### src/design/pwt_defs.svh
// Purpose: Constants of the periodic wakeup timer and its trim registers.
// Assumes: 8-bit register port, 40 MHz sys_clk, one slow RC tick input.
// Notes: Offsets are byte addresses on the plain register port.
//
// Behaviour
// RL1: On reset release the slow clock trim loads from non-volatile memory.
// RL2: Slow clock trim is six signed bits; top lengthens, lower bits shorten.
// RL3: Rate writes only land while feature enable is clear.
// RL4: Time-out length is a 16-bit rate from high and low bytes.
// RL5: Slow clock source gives four times rate plus one slow periods.
// RL6: Bus clock source gives two times rate plus one bus periods.
// RL7: Slow source first time-out waits two to three slow cycles for gate.
// RL8: Factory test register reads anytime, writes only in special mode.
// RL9: On reset release the temperature trim loads from non-volatile memory.
// RL10: Temperature offset enable gates the binary weighted 4-bit trim.
// RL11: Feature enable starts the periodic timer; clearing it stops time-outs.
// RL12: Each period sets the flag; write one clears; interrupt when enabled.
// RL13: Clock select writable only while disabled, not by the enabling write.
// RL14: After each time-out the counter reloads and repeats by itself.
`ifndef PWT_DEFS_SVH
`define PWT_DEFS_SVH

////////////////////////////////////////////////////////////////////////////
`define PWT_ADDR_W 8
`define PWT_DATA_W 8
`define PWT_OFS_CTRL 8'h12
`define PWT_OFS_SLOW_TRIM 8'h13
`define PWT_OFS_RATE_HIGH 8'h14
`define PWT_OFS_RATE_LOW 8'h15
`define PWT_OFS_TEST3 8'h16
`define PWT_OFS_TEMP_TRIM 8'h17

////////////////////////////////////////////////////////////////////////////
`define PWT_CTRL_CLK_SEL 7
`define PWT_CTRL_FEAT_EN 2
`define PWT_CTRL_IRQ_EN 1
`define PWT_CTRL_FLAG 0
`define PWT_SLOW_TRIM_MSB 5
`define PWT_TEMP_EN 7
`define PWT_TEMP_MSB 3

////////////////////////////////////////////////////////////////////////////
`define PWT_RST_BYTE 8'h00
`define PWT_RST_RATE 16'h0000
`define PWT_CNT_W 18
`define PWT_GATE_TICKS 2'h1

`endif

### src/design/pwt_pkg.sv
// Purpose: Types shared by the periodic wakeup timer files.
// Assumes: Constants live in pwt_defs.svh.
// Notes: States of the counter clock gate.
package pwt_pkg;
  typedef enum logic [1:0] {
    PWT_IDLE = 2'b00,
    PWT_GATE = 2'b01,
    PWT_RUN  = 2'b10
  } pwt_state_t;
  typedef logic [17:0] pwt_count_t;
endpackage

### src/design/pwt_period_counter.sv
// Purpose: Down counter that marks each elapsed time-out period.
// Assumes: tick is a one-cycle enable from the selected source.
// Notes: Reloads itself so periods repeat without software.
`include "pwt_defs.svh"
module pwt_period_counter (
  // Clock and reset
  input wire logic sys_clk,
  input wire logic nrst,
  input wire logic clk_en,
  // Control
  input wire logic run,
  input wire logic tick,
  input wire pwt_pkg::pwt_count_t load_value,
  // Event
  output logic timeout
);
  import pwt_pkg::*;

  pwt_count_t count;

  ////////////////////////////////////////////////////////////////////////////
  // Holding the load while stopped makes the first period exact.
  always_ff @(posedge sys_clk or negedge nrst) begin
    if (!nrst) begin
      count <= '0;
    end else if (clk_en) begin
      if (!run) begin
        count <= load_value;
      end else if (tick) begin
        if (count == '0) begin
          count <= load_value; // [RL14]
        end else begin
          count <= count - 18'h00001;
        end
      end
    end
  end

  always_ff @(posedge sys_clk or negedge nrst) begin
    if (!nrst) begin
      timeout <= 1'b0;
    end else if (clk_en) begin
      timeout <= run && tick && (count == '0);
    end
  end
endmodule

### src/design/pwt_timer.sv
// Purpose: Periodic wakeup timer with slow clock and temperature trims.
// Assumes: slow_tick pulses once per slow RC clock cycle, synchronous.
// Notes: Trim values load from non-volatile inputs once after reset.
//
// The implementer's own choice: the strobed register port.
`include "pwt_defs.svh"
module pwt_timer (
  // Clock and reset
  input wire logic sys_clk,
  input wire logic nrst,
  input wire logic clk_en,
  // Register port
  input wire logic [7:0] reg_addr,
  input wire logic [7:0] reg_wdata,
  input wire logic reg_wr,
  input wire logic reg_rd,
  output logic [7:0] reg_rdata,
  // Slow clock and mode
  input wire logic slow_tick,
  input wire logic special_mode,
  // Non-volatile trim values
  input wire logic [7:0] nvm_slow_trim,
  input wire logic [7:0] nvm_temp_trim,
  // Outputs to the analog side
  output logic signed [5:0] slow_clock_trim_bits,
  output logic [3:0] temperature_offset,
  output logic [7:0] factory_test_three,
  // Interrupt
  output logic irq
);
  import pwt_pkg::*;

  ////////////////////////////////////////////////////////////////////////////
  logic periodic_clock_select;
  logic periodic_feature_enable;
  logic periodic_irq_enable;
  logic periodic_timeout_flag;
  logic [15:0] periodic_rate_value;
  logic [7:0] slow_clock_trim;
  logic [7:0] temperature_sense_trim;
  logic trims_loaded;
  logic [1:0] gate_count;
  pwt_state_t state;
  pwt_state_t next_state;
  pwt_count_t load_value;
  logic count_tick;
  logic timeout;
  logic wr_ctrl;
  logic wr_slow;
  logic wr_rate_h;
  logic wr_rate_l;
  logic wr_test;
  logic wr_temp;

  assign wr_ctrl = reg_wr && (reg_addr == `PWT_OFS_CTRL);
  assign wr_slow = reg_wr && (reg_addr == `PWT_OFS_SLOW_TRIM);
  assign wr_rate_h = reg_wr && (reg_addr == `PWT_OFS_RATE_HIGH);
  assign wr_rate_l = reg_wr && (reg_addr == `PWT_OFS_RATE_LOW);
  assign wr_test = reg_wr && (reg_addr == `PWT_OFS_TEST3);
  assign wr_temp = reg_wr && (reg_addr == `PWT_OFS_TEMP_TRIM);

  ////////////////////////////////////////////////////////////////////////////
  // Control bits.
  always_ff @(posedge sys_clk or negedge nrst) begin
    if (!nrst) begin
      periodic_feature_enable <= 1'b0;
      periodic_irq_enable <= 1'b0;
    end else if (clk_en && wr_ctrl) begin
      periodic_feature_enable <= reg_wdata[`PWT_CTRL_FEAT_EN]; // [RL11]
      periodic_irq_enable <= reg_wdata[`PWT_CTRL_IRQ_EN];
    end
  end

  // The old enable and the written enable bit are both looked at, so the enabling write cannot move it.
  always_ff @(posedge sys_clk or negedge nrst) begin
    if (!nrst) begin
      periodic_clock_select <= 1'b0;
    end else if (clk_en && wr_ctrl && !periodic_feature_enable &&
                 !reg_wdata[`PWT_CTRL_FEAT_EN]) begin
      periodic_clock_select <= reg_wdata[`PWT_CTRL_CLK_SEL]; // [RL13]
    end
  end

  // A time-out in the clearing cycle keeps the flag set.
  always_ff @(posedge sys_clk or negedge nrst) begin
    if (!nrst) begin
      periodic_timeout_flag <= 1'b0;
    end else if (clk_en) begin
      if (timeout) begin
        periodic_timeout_flag <= 1'b1; // [RL12]
      end else if (wr_ctrl && reg_wdata[`PWT_CTRL_FLAG]) begin
        periodic_timeout_flag <= 1'b0; // [RL12]
      end
    end
  end

  assign irq = periodic_timeout_flag && periodic_irq_enable; // [RL12]

  ////////////////////////////////////////////////////////////////////////////
  // Rate bytes.
  always_ff @(posedge sys_clk or negedge nrst) begin
    if (!nrst) begin
      periodic_rate_value <= `PWT_RST_RATE;
    end else if (clk_en && !periodic_feature_enable) begin
      if (wr_rate_h) begin
        periodic_rate_value[15:8] <= reg_wdata; // [RL3] [RL4]
      end
      if (wr_rate_l) begin
        periodic_rate_value[7:0] <= reg_wdata; // [RL3] [RL4]
      end
    end
  end

  ////////////////////////////////////////////////////////////////////////////
  // Trims load on the first enabled cycle after reset release, since an
  // asynchronous reset may only take constants.
  always_ff @(posedge sys_clk or negedge nrst) begin
    if (!nrst) begin
      trims_loaded <= 1'b0;
    end else if (clk_en) begin
      trims_loaded <= 1'b1;
    end
  end

  always_ff @(posedge sys_clk or negedge nrst) begin
    if (!nrst) begin
      slow_clock_trim <= `PWT_RST_BYTE;
    end else if (clk_en) begin
      if (!trims_loaded) begin
        slow_clock_trim <= nvm_slow_trim; // [RL1]
      end else if (wr_slow) begin
        slow_clock_trim <= reg_wdata;
      end
    end
  end

  always_ff @(posedge sys_clk or negedge nrst) begin
    if (!nrst) begin
      temperature_sense_trim <= `PWT_RST_BYTE;
    end else if (clk_en) begin
      if (!trims_loaded) begin
        temperature_sense_trim <= nvm_temp_trim; // [RL9]
      end else if (wr_temp) begin
        temperature_sense_trim <= reg_wdata;
      end
    end
  end

  always_ff @(posedge sys_clk or negedge nrst) begin
    if (!nrst) begin
      factory_test_three <= `PWT_RST_BYTE;
    end else if (clk_en && wr_test && special_mode) begin
      factory_test_three <= reg_wdata; // [RL8]
    end
  end

  // Signed code for the oscillator: bit 5 lengthens, lower bits shorten.
  assign slow_clock_trim_bits =
    $signed(slow_clock_trim[`PWT_SLOW_TRIM_MSB:0]); // [RL2]

  // Binary weighted offset code, ignored while the enable is clear.
  assign temperature_offset = temperature_sense_trim[`PWT_TEMP_EN] ?
    temperature_sense_trim[`PWT_TEMP_MSB:0] : 4'h0; // [RL10]

  ////////////////////////////////////////////////////////////////////////////
  // Clock gate: the slow source needs two slow ticks before counting.
  always_comb begin
    next_state = state;
    unique case (state)
      PWT_IDLE: begin
        if (periodic_feature_enable) begin
          next_state = periodic_clock_select ? PWT_RUN : PWT_GATE; // [RL11]
        end
      end
      PWT_GATE: begin
        if (!periodic_feature_enable) begin
          next_state = PWT_IDLE;
        end else if (slow_tick && gate_count == `PWT_GATE_TICKS) begin
          next_state = PWT_RUN; // [RL7]
        end
      end
      PWT_RUN: begin
        if (!periodic_feature_enable) begin
          next_state = PWT_IDLE; // [RL11]
        end
      end
      default: begin
        next_state = PWT_IDLE;
      end
    endcase
  end

  always_ff @(posedge sys_clk or negedge nrst) begin
    if (!nrst) begin
      state <= PWT_IDLE;
    end else if (clk_en) begin
      state <= next_state;
    end
  end

  always_ff @(posedge sys_clk or negedge nrst) begin
    if (!nrst) begin
      gate_count <= 2'h0;
    end else if (clk_en) begin
      if (state != PWT_GATE) begin
        gate_count <= 2'h0;
      end else if (slow_tick) begin
        gate_count <= gate_count + 2'h1; // [RL7]
      end
    end
  end

  ////////////////////////////////////////////////////////////////////////////
  // Counter load is one less than the number of source ticks per period.
  assign load_value = periodic_clock_select ?
    {1'b0, periodic_rate_value, 1'b1} : // [RL6]
    {periodic_rate_value, 2'b11}; // [RL5]
  assign count_tick = periodic_clock_select ? 1'b1 : slow_tick;

  pwt_period_counter u_counter (
    .sys_clk(sys_clk),
    .nrst(nrst),
    .clk_en(clk_en),
    .run(state == PWT_RUN),
    .tick(count_tick),
    .load_value(load_value),
    .timeout(timeout)
  );

  ////////////////////////////////////////////////////////////////////////////
  // Read data stand only in the cycle after the strobe; unmapped reads 0.
  always_ff @(posedge sys_clk or negedge nrst) begin
    if (!nrst) begin
      reg_rdata <= `PWT_RST_BYTE;
    end else if (clk_en) begin
      reg_rdata <= 8'h00;
      if (reg_rd) begin
        unique case (reg_addr)
          `PWT_OFS_CTRL: begin
            reg_rdata <= {periodic_clock_select, 4'h0,
                          periodic_feature_enable, periodic_irq_enable,
                          periodic_timeout_flag};
          end
          `PWT_OFS_SLOW_TRIM: reg_rdata <= {2'b00, slow_clock_trim[5:0]};
          `PWT_OFS_RATE_HIGH: reg_rdata <= periodic_rate_value[15:8];
          `PWT_OFS_RATE_LOW: reg_rdata <= periodic_rate_value[7:0];
          `PWT_OFS_TEST3: reg_rdata <= factory_test_three; // [RL8]
          `PWT_OFS_TEMP_TRIM: begin
            reg_rdata <= {temperature_sense_trim[7], 3'h0,
                          temperature_sense_trim[3:0]};
          end
          default: reg_rdata <= 8'h00;
        endcase
      end
    end
  end
endmodule

### config.mk
export PLATFORM = sky130hd
export DESIGN_NAME = pwt_timer
export DESIGN_NICKNAME = d
export VERILOG_FILES = /design/src/design/pwt_pkg.sv /design/src/design/pwt_period_counter.sv /design/src/design/pwt_timer.sv
export VERILOG_INCLUDE_DIRS = /design/src /design/src/design
export SDC_FILE = /design/constraint.sdc
export NUM_CORES = 1
export LEC_CHECK = 0
export ABC_AREA = 1
export BUFFER_PORTS_ARGS = -buffer_cell sky130_fd_sc_hd__clkbuf_2
export CELL_PAD_IN_SITES_DETAIL_PLACEMENT = 0
export CELL_PAD_IN_SITES_GLOBAL_PLACEMENT = 1
export CORE_MARGIN = 2
export CORE_UTILIZATION = 41
export CTS_BUF_LIST = sky130_fd_sc_hd__clkbuf_16
export DETAILED_ROUTE_END_ITERATION = 10
export GPL_TIMING_DRIVEN = 0
export PLACE_DENSITY = 0.77
export SETUP_SLACK_MARGIN = 0.15
export SYNTH_ARGS = -nofsm -noshare
export SYNTH_HDL_FRONTEND = slang
export SYNTH_SLANG_ARGS = --single-unit
export TNS_END_PERCENT = 30
### constraint.sdc
create_clock -name sys_clk -period 1.9 [get_ports sys_clk]
set_input_delay 0.19 -clock sys_clk [delete_from_list [all_inputs] [get_ports sys_clk]]
set_output_delay 0.19 -clock sys_clk [all_outputs]
set_load 0.05 [all_outputs]
# After elaboration in Yosys (flattened, before gate mapping)
# Cells that the tools add are included.
# Widths: inputs -> output; s select.
[totals]
register_bits = 74
latch_bits = 0
ramBits = 0
rom_bits = 0
in_bits = 39
out_inout_bits = 27
word_cells = 86
memories = 0
[op_classes]
add_sub_neg = 2
multipliers = 0
div_mod_pow = 0
n_lt_le_gt_ge = 0
n_eq_ne = 16
n_shift = 0
mux = 22
bitwise_logic = 0
n_reduce_logical = 31
[op_table]
columns = ["operator", "n"]
rows = [
  ["$mux 18", 4],
  ["$eq 8x5->1 const B", 6],
  ["$pmux 8 s6", 1],
  ["$mux 8", 3],
  ["$logic_not 18->1", 1],
  ["$sub 18x1->18 const B", 1],
  ["$logic_and 1x1->1", 17],
  ["$mux 2", 7],
  ["$reduce_and 2->1", 7],
  ["$mux 6", 2],
  ["$ne 2x1->1 const B", 3],
  ["$ne 2x2->1 const B", 3],
  ["$pmux 2 s3", 1],
  ["$eq 2x1->1 const B", 2],
  ["$mux 4", 1],
  ["$reduce_and 4->1", 1],
  ["$reduce_bool 2->1", 2],
  ["$mux 1", 3],
  ["$ne 3x3->1 const B", 1],
  ["$add 2x1->2 const B", 1],
  ["$eq 2x2->1 const B", 1],
  ["$logic_not 1->1", 2],
  ["$logic_not 2->1", 1],
]

# Logic depth before layout (Yosys ltp)
[depth]
word_depth = 5
ltp_mapped = 11

# Modules after synthesis
# A second synthesis with hierarchy kept.
[hier_totals]
hier_cells = 646
area_unflattened_um2 = 4563.1
[by_module_without_submodules]
columns = ["mod", "n_inst", "cells_each", "area_per_inst_um2", "seq_area_each_um2"]
rows = [
  ["pwt_timer", 1, 403, 3021.6, 1301.2],
  ["pwt_period_counter", 1, 243, 1541.5, 475.5],
]

# Least setup slack after synthesis
# No wires, ideal clock.
[synth_timing]
path_type = "register to register"
start = "register u_counter.count[0]"
end = "register u_counter.count[12]"
t_arrival_ns = 1.484
required_ns = 1.782
path_slack_ns = 0.299
path_stages_with_launch = 11
period_less_slack_ns = 1.601
path_cell_list = "dfrtp_1 > inv_1 > ha_1 > nand3_2 > nor2_4 > nand4_4 > nand2_4 > buf_6 > nand2_1 > nand3_1 > nand2_1"
[synth_via]
elab_chain_cells = 4
word_cells_on_any_way = 5
classes_between = "add/sub (1); mux (3); reduce/logical (1)"
[synth_lines]
columns = ["item", "line", "text"]
rows = [
  ["from (decl)", "pwt_period_counter.sv:19", "pwt_count_t count;"],
  ["from (signal assigned)", "pwt_period_counter.sv:28", "count <= load_value;"],
  ["from (signal assigned)", "pwt_period_counter.sv:31", "count <= load_value;"],
  ["from (signal assigned)", "pwt_period_counter.sv:33", "count <= count - 18'h00001;"],
  ["$sub 18x1->18 / $logic_not 18->1 (equally long branches)", "pwt_period_counter.sv:33, pwt_period_counter.sv:30", ""],
  ["$mux 18 *", "pwt_period_counter.sv:30", "if (count == '0) begin"],
  ["$mux 18 *", "pwt_period_counter.sv:29", "end else if (tick) begin"],
  ["$mux 18 *", "pwt_period_counter.sv:27", "if (!run) begin"],
]
# Mark *: on every way between the ends. The rest lies on a longest branch, timed or not. The select of a mux whose other input is x is not followed.
# A chain may end at the register's enable or synchronous reset.

# Worst setup path in the final report
[layout_timing]
start = "register u_counter.count[0]"
end = "register u_counter.count[9]"
# The elaborated chain is that of the path after synthesis.

==> implementation parameters <==
Parameter                              Value

Status
  Status ... finished clean

Placement
  Number of port buffers ... 60
  Dpl cells ... ~800
  Placer congestion estimate ... a little under 0.9
  Dpl hpwl ... 9.21 mm
  Worst slack, placed ... -0.0232 ns

STA
  Min cycle time layout ... between 1.5 and 2 ns
  Maximum clock skew at final layout ... 0.00892 ns
  Final Hold Viols ... 0
  Max-slew violations ... 0
  Ratio of final minimum period to clock period ... 85.5%
  Maximum clock frequency ... 616 MHz
  Hold slack final ... between 0.08 and 0.09 ns
  Worst slew margin relative to its limit ... 58.8%
  Setup WS post-layout ... ~0.28 ns
  Final setup violating endpoints ... 0
  Unrepaired setup endpoints after global routing ... true
  Slew at the pin with the worst max-slew slack ... between 0.6 and 0.7 ns
  Sum of negative setup slack ... 0 ns

Clock network
  TritonCTS sink count ... 71
  Clock Tree Root ... clkbuf_16
  Worst-Skew Late Latency ... 0.34 ns
  Number of buffers added by the clock tree synthesis step ... 9
  TritonCTS clock tree ... built
  Bufs on Longest Clock Path ... 2
  CTS H-Tree Depth ... 3
  Clock transition at the registers of the reported paths ... roughly 0.060 ns

Global route
  Maximum number of pins on one net before global-route repair ... between 40 and 50
  Wire length of the first global-routing pass ... 20.2 mm
  Number of global-route vias before repair ... about 4000
  Antenna violations before repair ... 0
  Grt ovf ... 0
  Global-route usage over all layers ... 23.1%

Routing
  WL per Instance ... approximately 15 um
  DRC violations left ... 0
  Initial drt markers ... around 260
  First-pass iteration count of the detailed router ... 5
  Ratio of routed vias to standard cells ... approximately 5.0
  Routed wire length ... around 12 mm
  Residual antenna-violating net count after detailed routing ... 0
  Total number of vias ... slightly above 4000

Flow run
  Maximum capacitance violations ... 0

Worst setup path
  Worst reg2reg endpoint ... u_counter.count[9]$_DFFE_PN0P_
  Required time of the critical path ... 2.14 ns
  Kind of start point of the critical path ... register
  Launch instance of the worst register-to-register path ... u_counter.count[0]$_DFFE_PN0P_
  Type of the worst setup path ... register to register
  Highest net fanout along the worst path ... 10
  Endpoint kind of the worst setup timing path ... register
  Setup slack of the most critical reg-to-reg path ... between 0.2 and 0.3 ns
  Data arrival time at the worst-slack endpoint ... roughly 1.9 ns
  Cell depth of the worst flop-to-flop path ... 10

Min path
  Worst hold path depth ... 3
  Min-Delay Endpoint ... slow_clock_trim[0]$_DFFE_PN0P_
  Hold path start ... nvm_slow_trim[0]
  Worst min-delay path category ... primary input to register

Finish
  Count of non-filler cells in the finished layout ... 821
  Number of antenna cells inserted ... 0
  Final-stage net count ... 721
  Finished Core Util ... approximately 51%
  Area delta synth->final ... 21.8%
  Layout cells sized above 1 ... roughly a fifth

Pwr
  Pwr per Cell Area ... ~1100 nW/um^2
  Lkg Pwr ... ~0.0026 uW
  Maximum VDD drop ... between 0.4 and 0.5 mV

Synth
  Post-synthesis cell type with the largest combined area ... dfrtp_1
  Flip-flop and latch count after synthesis ... 71
  Net count after synthesis ... between 600 and 700
  Main area contributors after synthesis ... dfrtp_1, nand2_1, nand3_1
  Post-Synthesis Cell Area ... roughly 4300 sq um
  Sequential share of the synthesized area ... around two fifths
  Mean cell area of the mapped netlist ... between 7 and 8 sq um
  Warnings from Yosys ... 0
  Number of different library cells in the post-synthesis netlist ... 40
  Syn Inst Count ... 604
  Synth top area share ... 41.6%

Die
  Starting utilization of the core area ... 41.8%
  Core Rows ... 37
  Die area ... 11300 sq um
  Die Y-Extent ... 106 um
  Placeable core region ... approximately 10000 sq um
  Horizontal die dimension ... about 110 um
  Count of boundary I/O pins ... 66
[metal layers]
| layer | share of wire [%] | global-route usage, % | vias to the layer above |
|---|---|---|---|
| li1 | - | - | 2075 |
| met1 | 44 | 29.1 | 1901 |
| met2 | 49 | 39.9 | 106 |
| met3 | 4.9 | 4.97 | 16 |
| met4 | 1.8 | 6.58 | 0 |
| met5 | 0 | 0 | - |
[state kept, by name (all words and copies together), names as in the netlist]
signal and cells:
u_counter.timeout 1, reg_rdata 8, periodic_feature_enable 1, state 2, trims_loaded 1, slow_clock_trim 6
temperature_sense_trim 5, periodic_irq_enable 1, u_counter.count 18, periodic_timeout_flag 1, factory_test_three 8, periodic_clock_select 1
gate_count 2, periodic_rate_value 16
[cell usage in the layout (no fill, tap or decap), types with 2 or more instances in the layout]
cell type | synthesis | final
nand3_1 | 54 | 54
nand3b_1 | 4 | 4
clkbuf_1 | 8 | 7
clkbuf_16 | 0 | 9
nand4_1 | 5 | 5
nor2_1 | 63 | 59
a31oi_1 | 10 | 10
nor2_2 | 4 | 7
bufinv_16 | 0 | 3
inv_1 | 69 | 68
o21ai_1 | 19 | 19
nand3_2 | 3 | 2
xor2_1 | 2 | 2
clkbuf_4 | 0 | 2
xnor2_1 | 5 | 5
buf_6 | 3 | 3
a21oi_4 | 2 | 2
or2_2 | 3 | 3
nand2_2 | 5 | 5
mux2_1 | 2 | 2
nand2_1 | 191 | 191
o21ai_0 | 23 | 23
buf_2 | 6 | 5
o22ai_1 | 2 | 2
dfrtp_1 | 71 | 71
a21oi_1 | 19 | 19
nor2_4 | 3 | 4
buf_4 | 2 | 4
nor3_2 | 3 | 3
clkbuf_2 | 0 | 60
inv_2 | 9 | 10
[how the worst max path moves through the flow]
stage                                                  from                         endpoint  slack [ns]
after floorplan              u_counter.count[0]$_DFFE_PN0P_  u_counter.count[12]$_DFFE_PN0P_        0.30
after global placement       u_counter.count[0]$_DFFE_PN0P_   u_counter.count[5]$_DFFE_PN0P_       -0.03
after detailed placement     u_counter.count[0]$_DFFE_PN0P_  u_counter.count[15]$_DFFE_PN0P_       -0.02
after CTS                    u_counter.count[0]$_DFFE_PN0P_  u_counter.count[17]$_DFFE_PN0P_        0.13
after global routing      periodic_clock_select$_DFFE_PN0P_  u_counter.count[14]$_DFFE_PN0P_        0.14
final                        u_counter.count[0]$_DFFE_PN0P_   u_counter.count[9]$_DFFE_PN0P_        0.28
[area by class of cell]
type,instances,area (sq um)
tap,136,170
buffer,20,116
clock buffer,9,225
inverter,78,293
clock inverter,7,120
multi-input combinational,435,2130
fill,1050,5030
timing repair buffer,65,375
sequential,71,1780
[cell usage after synthesis (all sizes together)]
cell type / instances
dfrtp: 71
mux2: 2
nor3: 5
o31ai: 1
buf: 12
o21bai: 1
nand2: 197
ha: 2
nand3b: 4
xor2: 2
or2: 4
o22ai: 3
inv: 78
o221ai: 1
o41ai: 1
nand3: 57
xnor2: 5
clkbuf: 8
a21oi: 21
nand4: 6
nor2: 70
mux2i: 1
a31oi: 10
o21ai: 42
[per-stage QoR]
stage | power (uW) | area, sq um
floorplan | 3060 | 4270
CTS | 5530 | 5180
detailed placement | 3470 | 4770
global route | 5880 | 5200
finish | 5540 | 5200
global placement | 3440 | 4740
[timing repair]
action	CTS	global route
resized for setup	3	9
pin swaps	2	1
endpoints found under the hold margin	25	0
setup endpoints to repair	19	18
hold buffers	1	0
setup buffers	3	0
[cells by family after synthesis]
family,Yosys count,synth area share (%)
flops,71,41.6
mux,3,0.761
fa+ha+maj,2,0.586
compound gates,80,10.7
xor+xnor,7,1.43
buf+inv,98,9.49
simple gates,343,35.4
[worst max-delay path, stage by stage (launching register included)]
cell,delay [ns]
dfrtp_1,0.39
inv_2,0.11
ha_4,0.17
nand3_4,0.11
nor2_4,0.13
nand4_4,0.13
nand2_4,0.13
buf_6,0.14
nand2_1,0.09
nand3_1,0.07
nand2_1,0.05
[power breakdown]
group / internal (uW) / leakage [uW] / total, uW / switching (uW)
combinational: 583 / 0.00158 / 1530 / 952
sequential: 1760 / 0.000837 / 2020 / 269
clock: 1290 / 0.000166 / 1980 / 691
(Power assumes the default switching activity.)
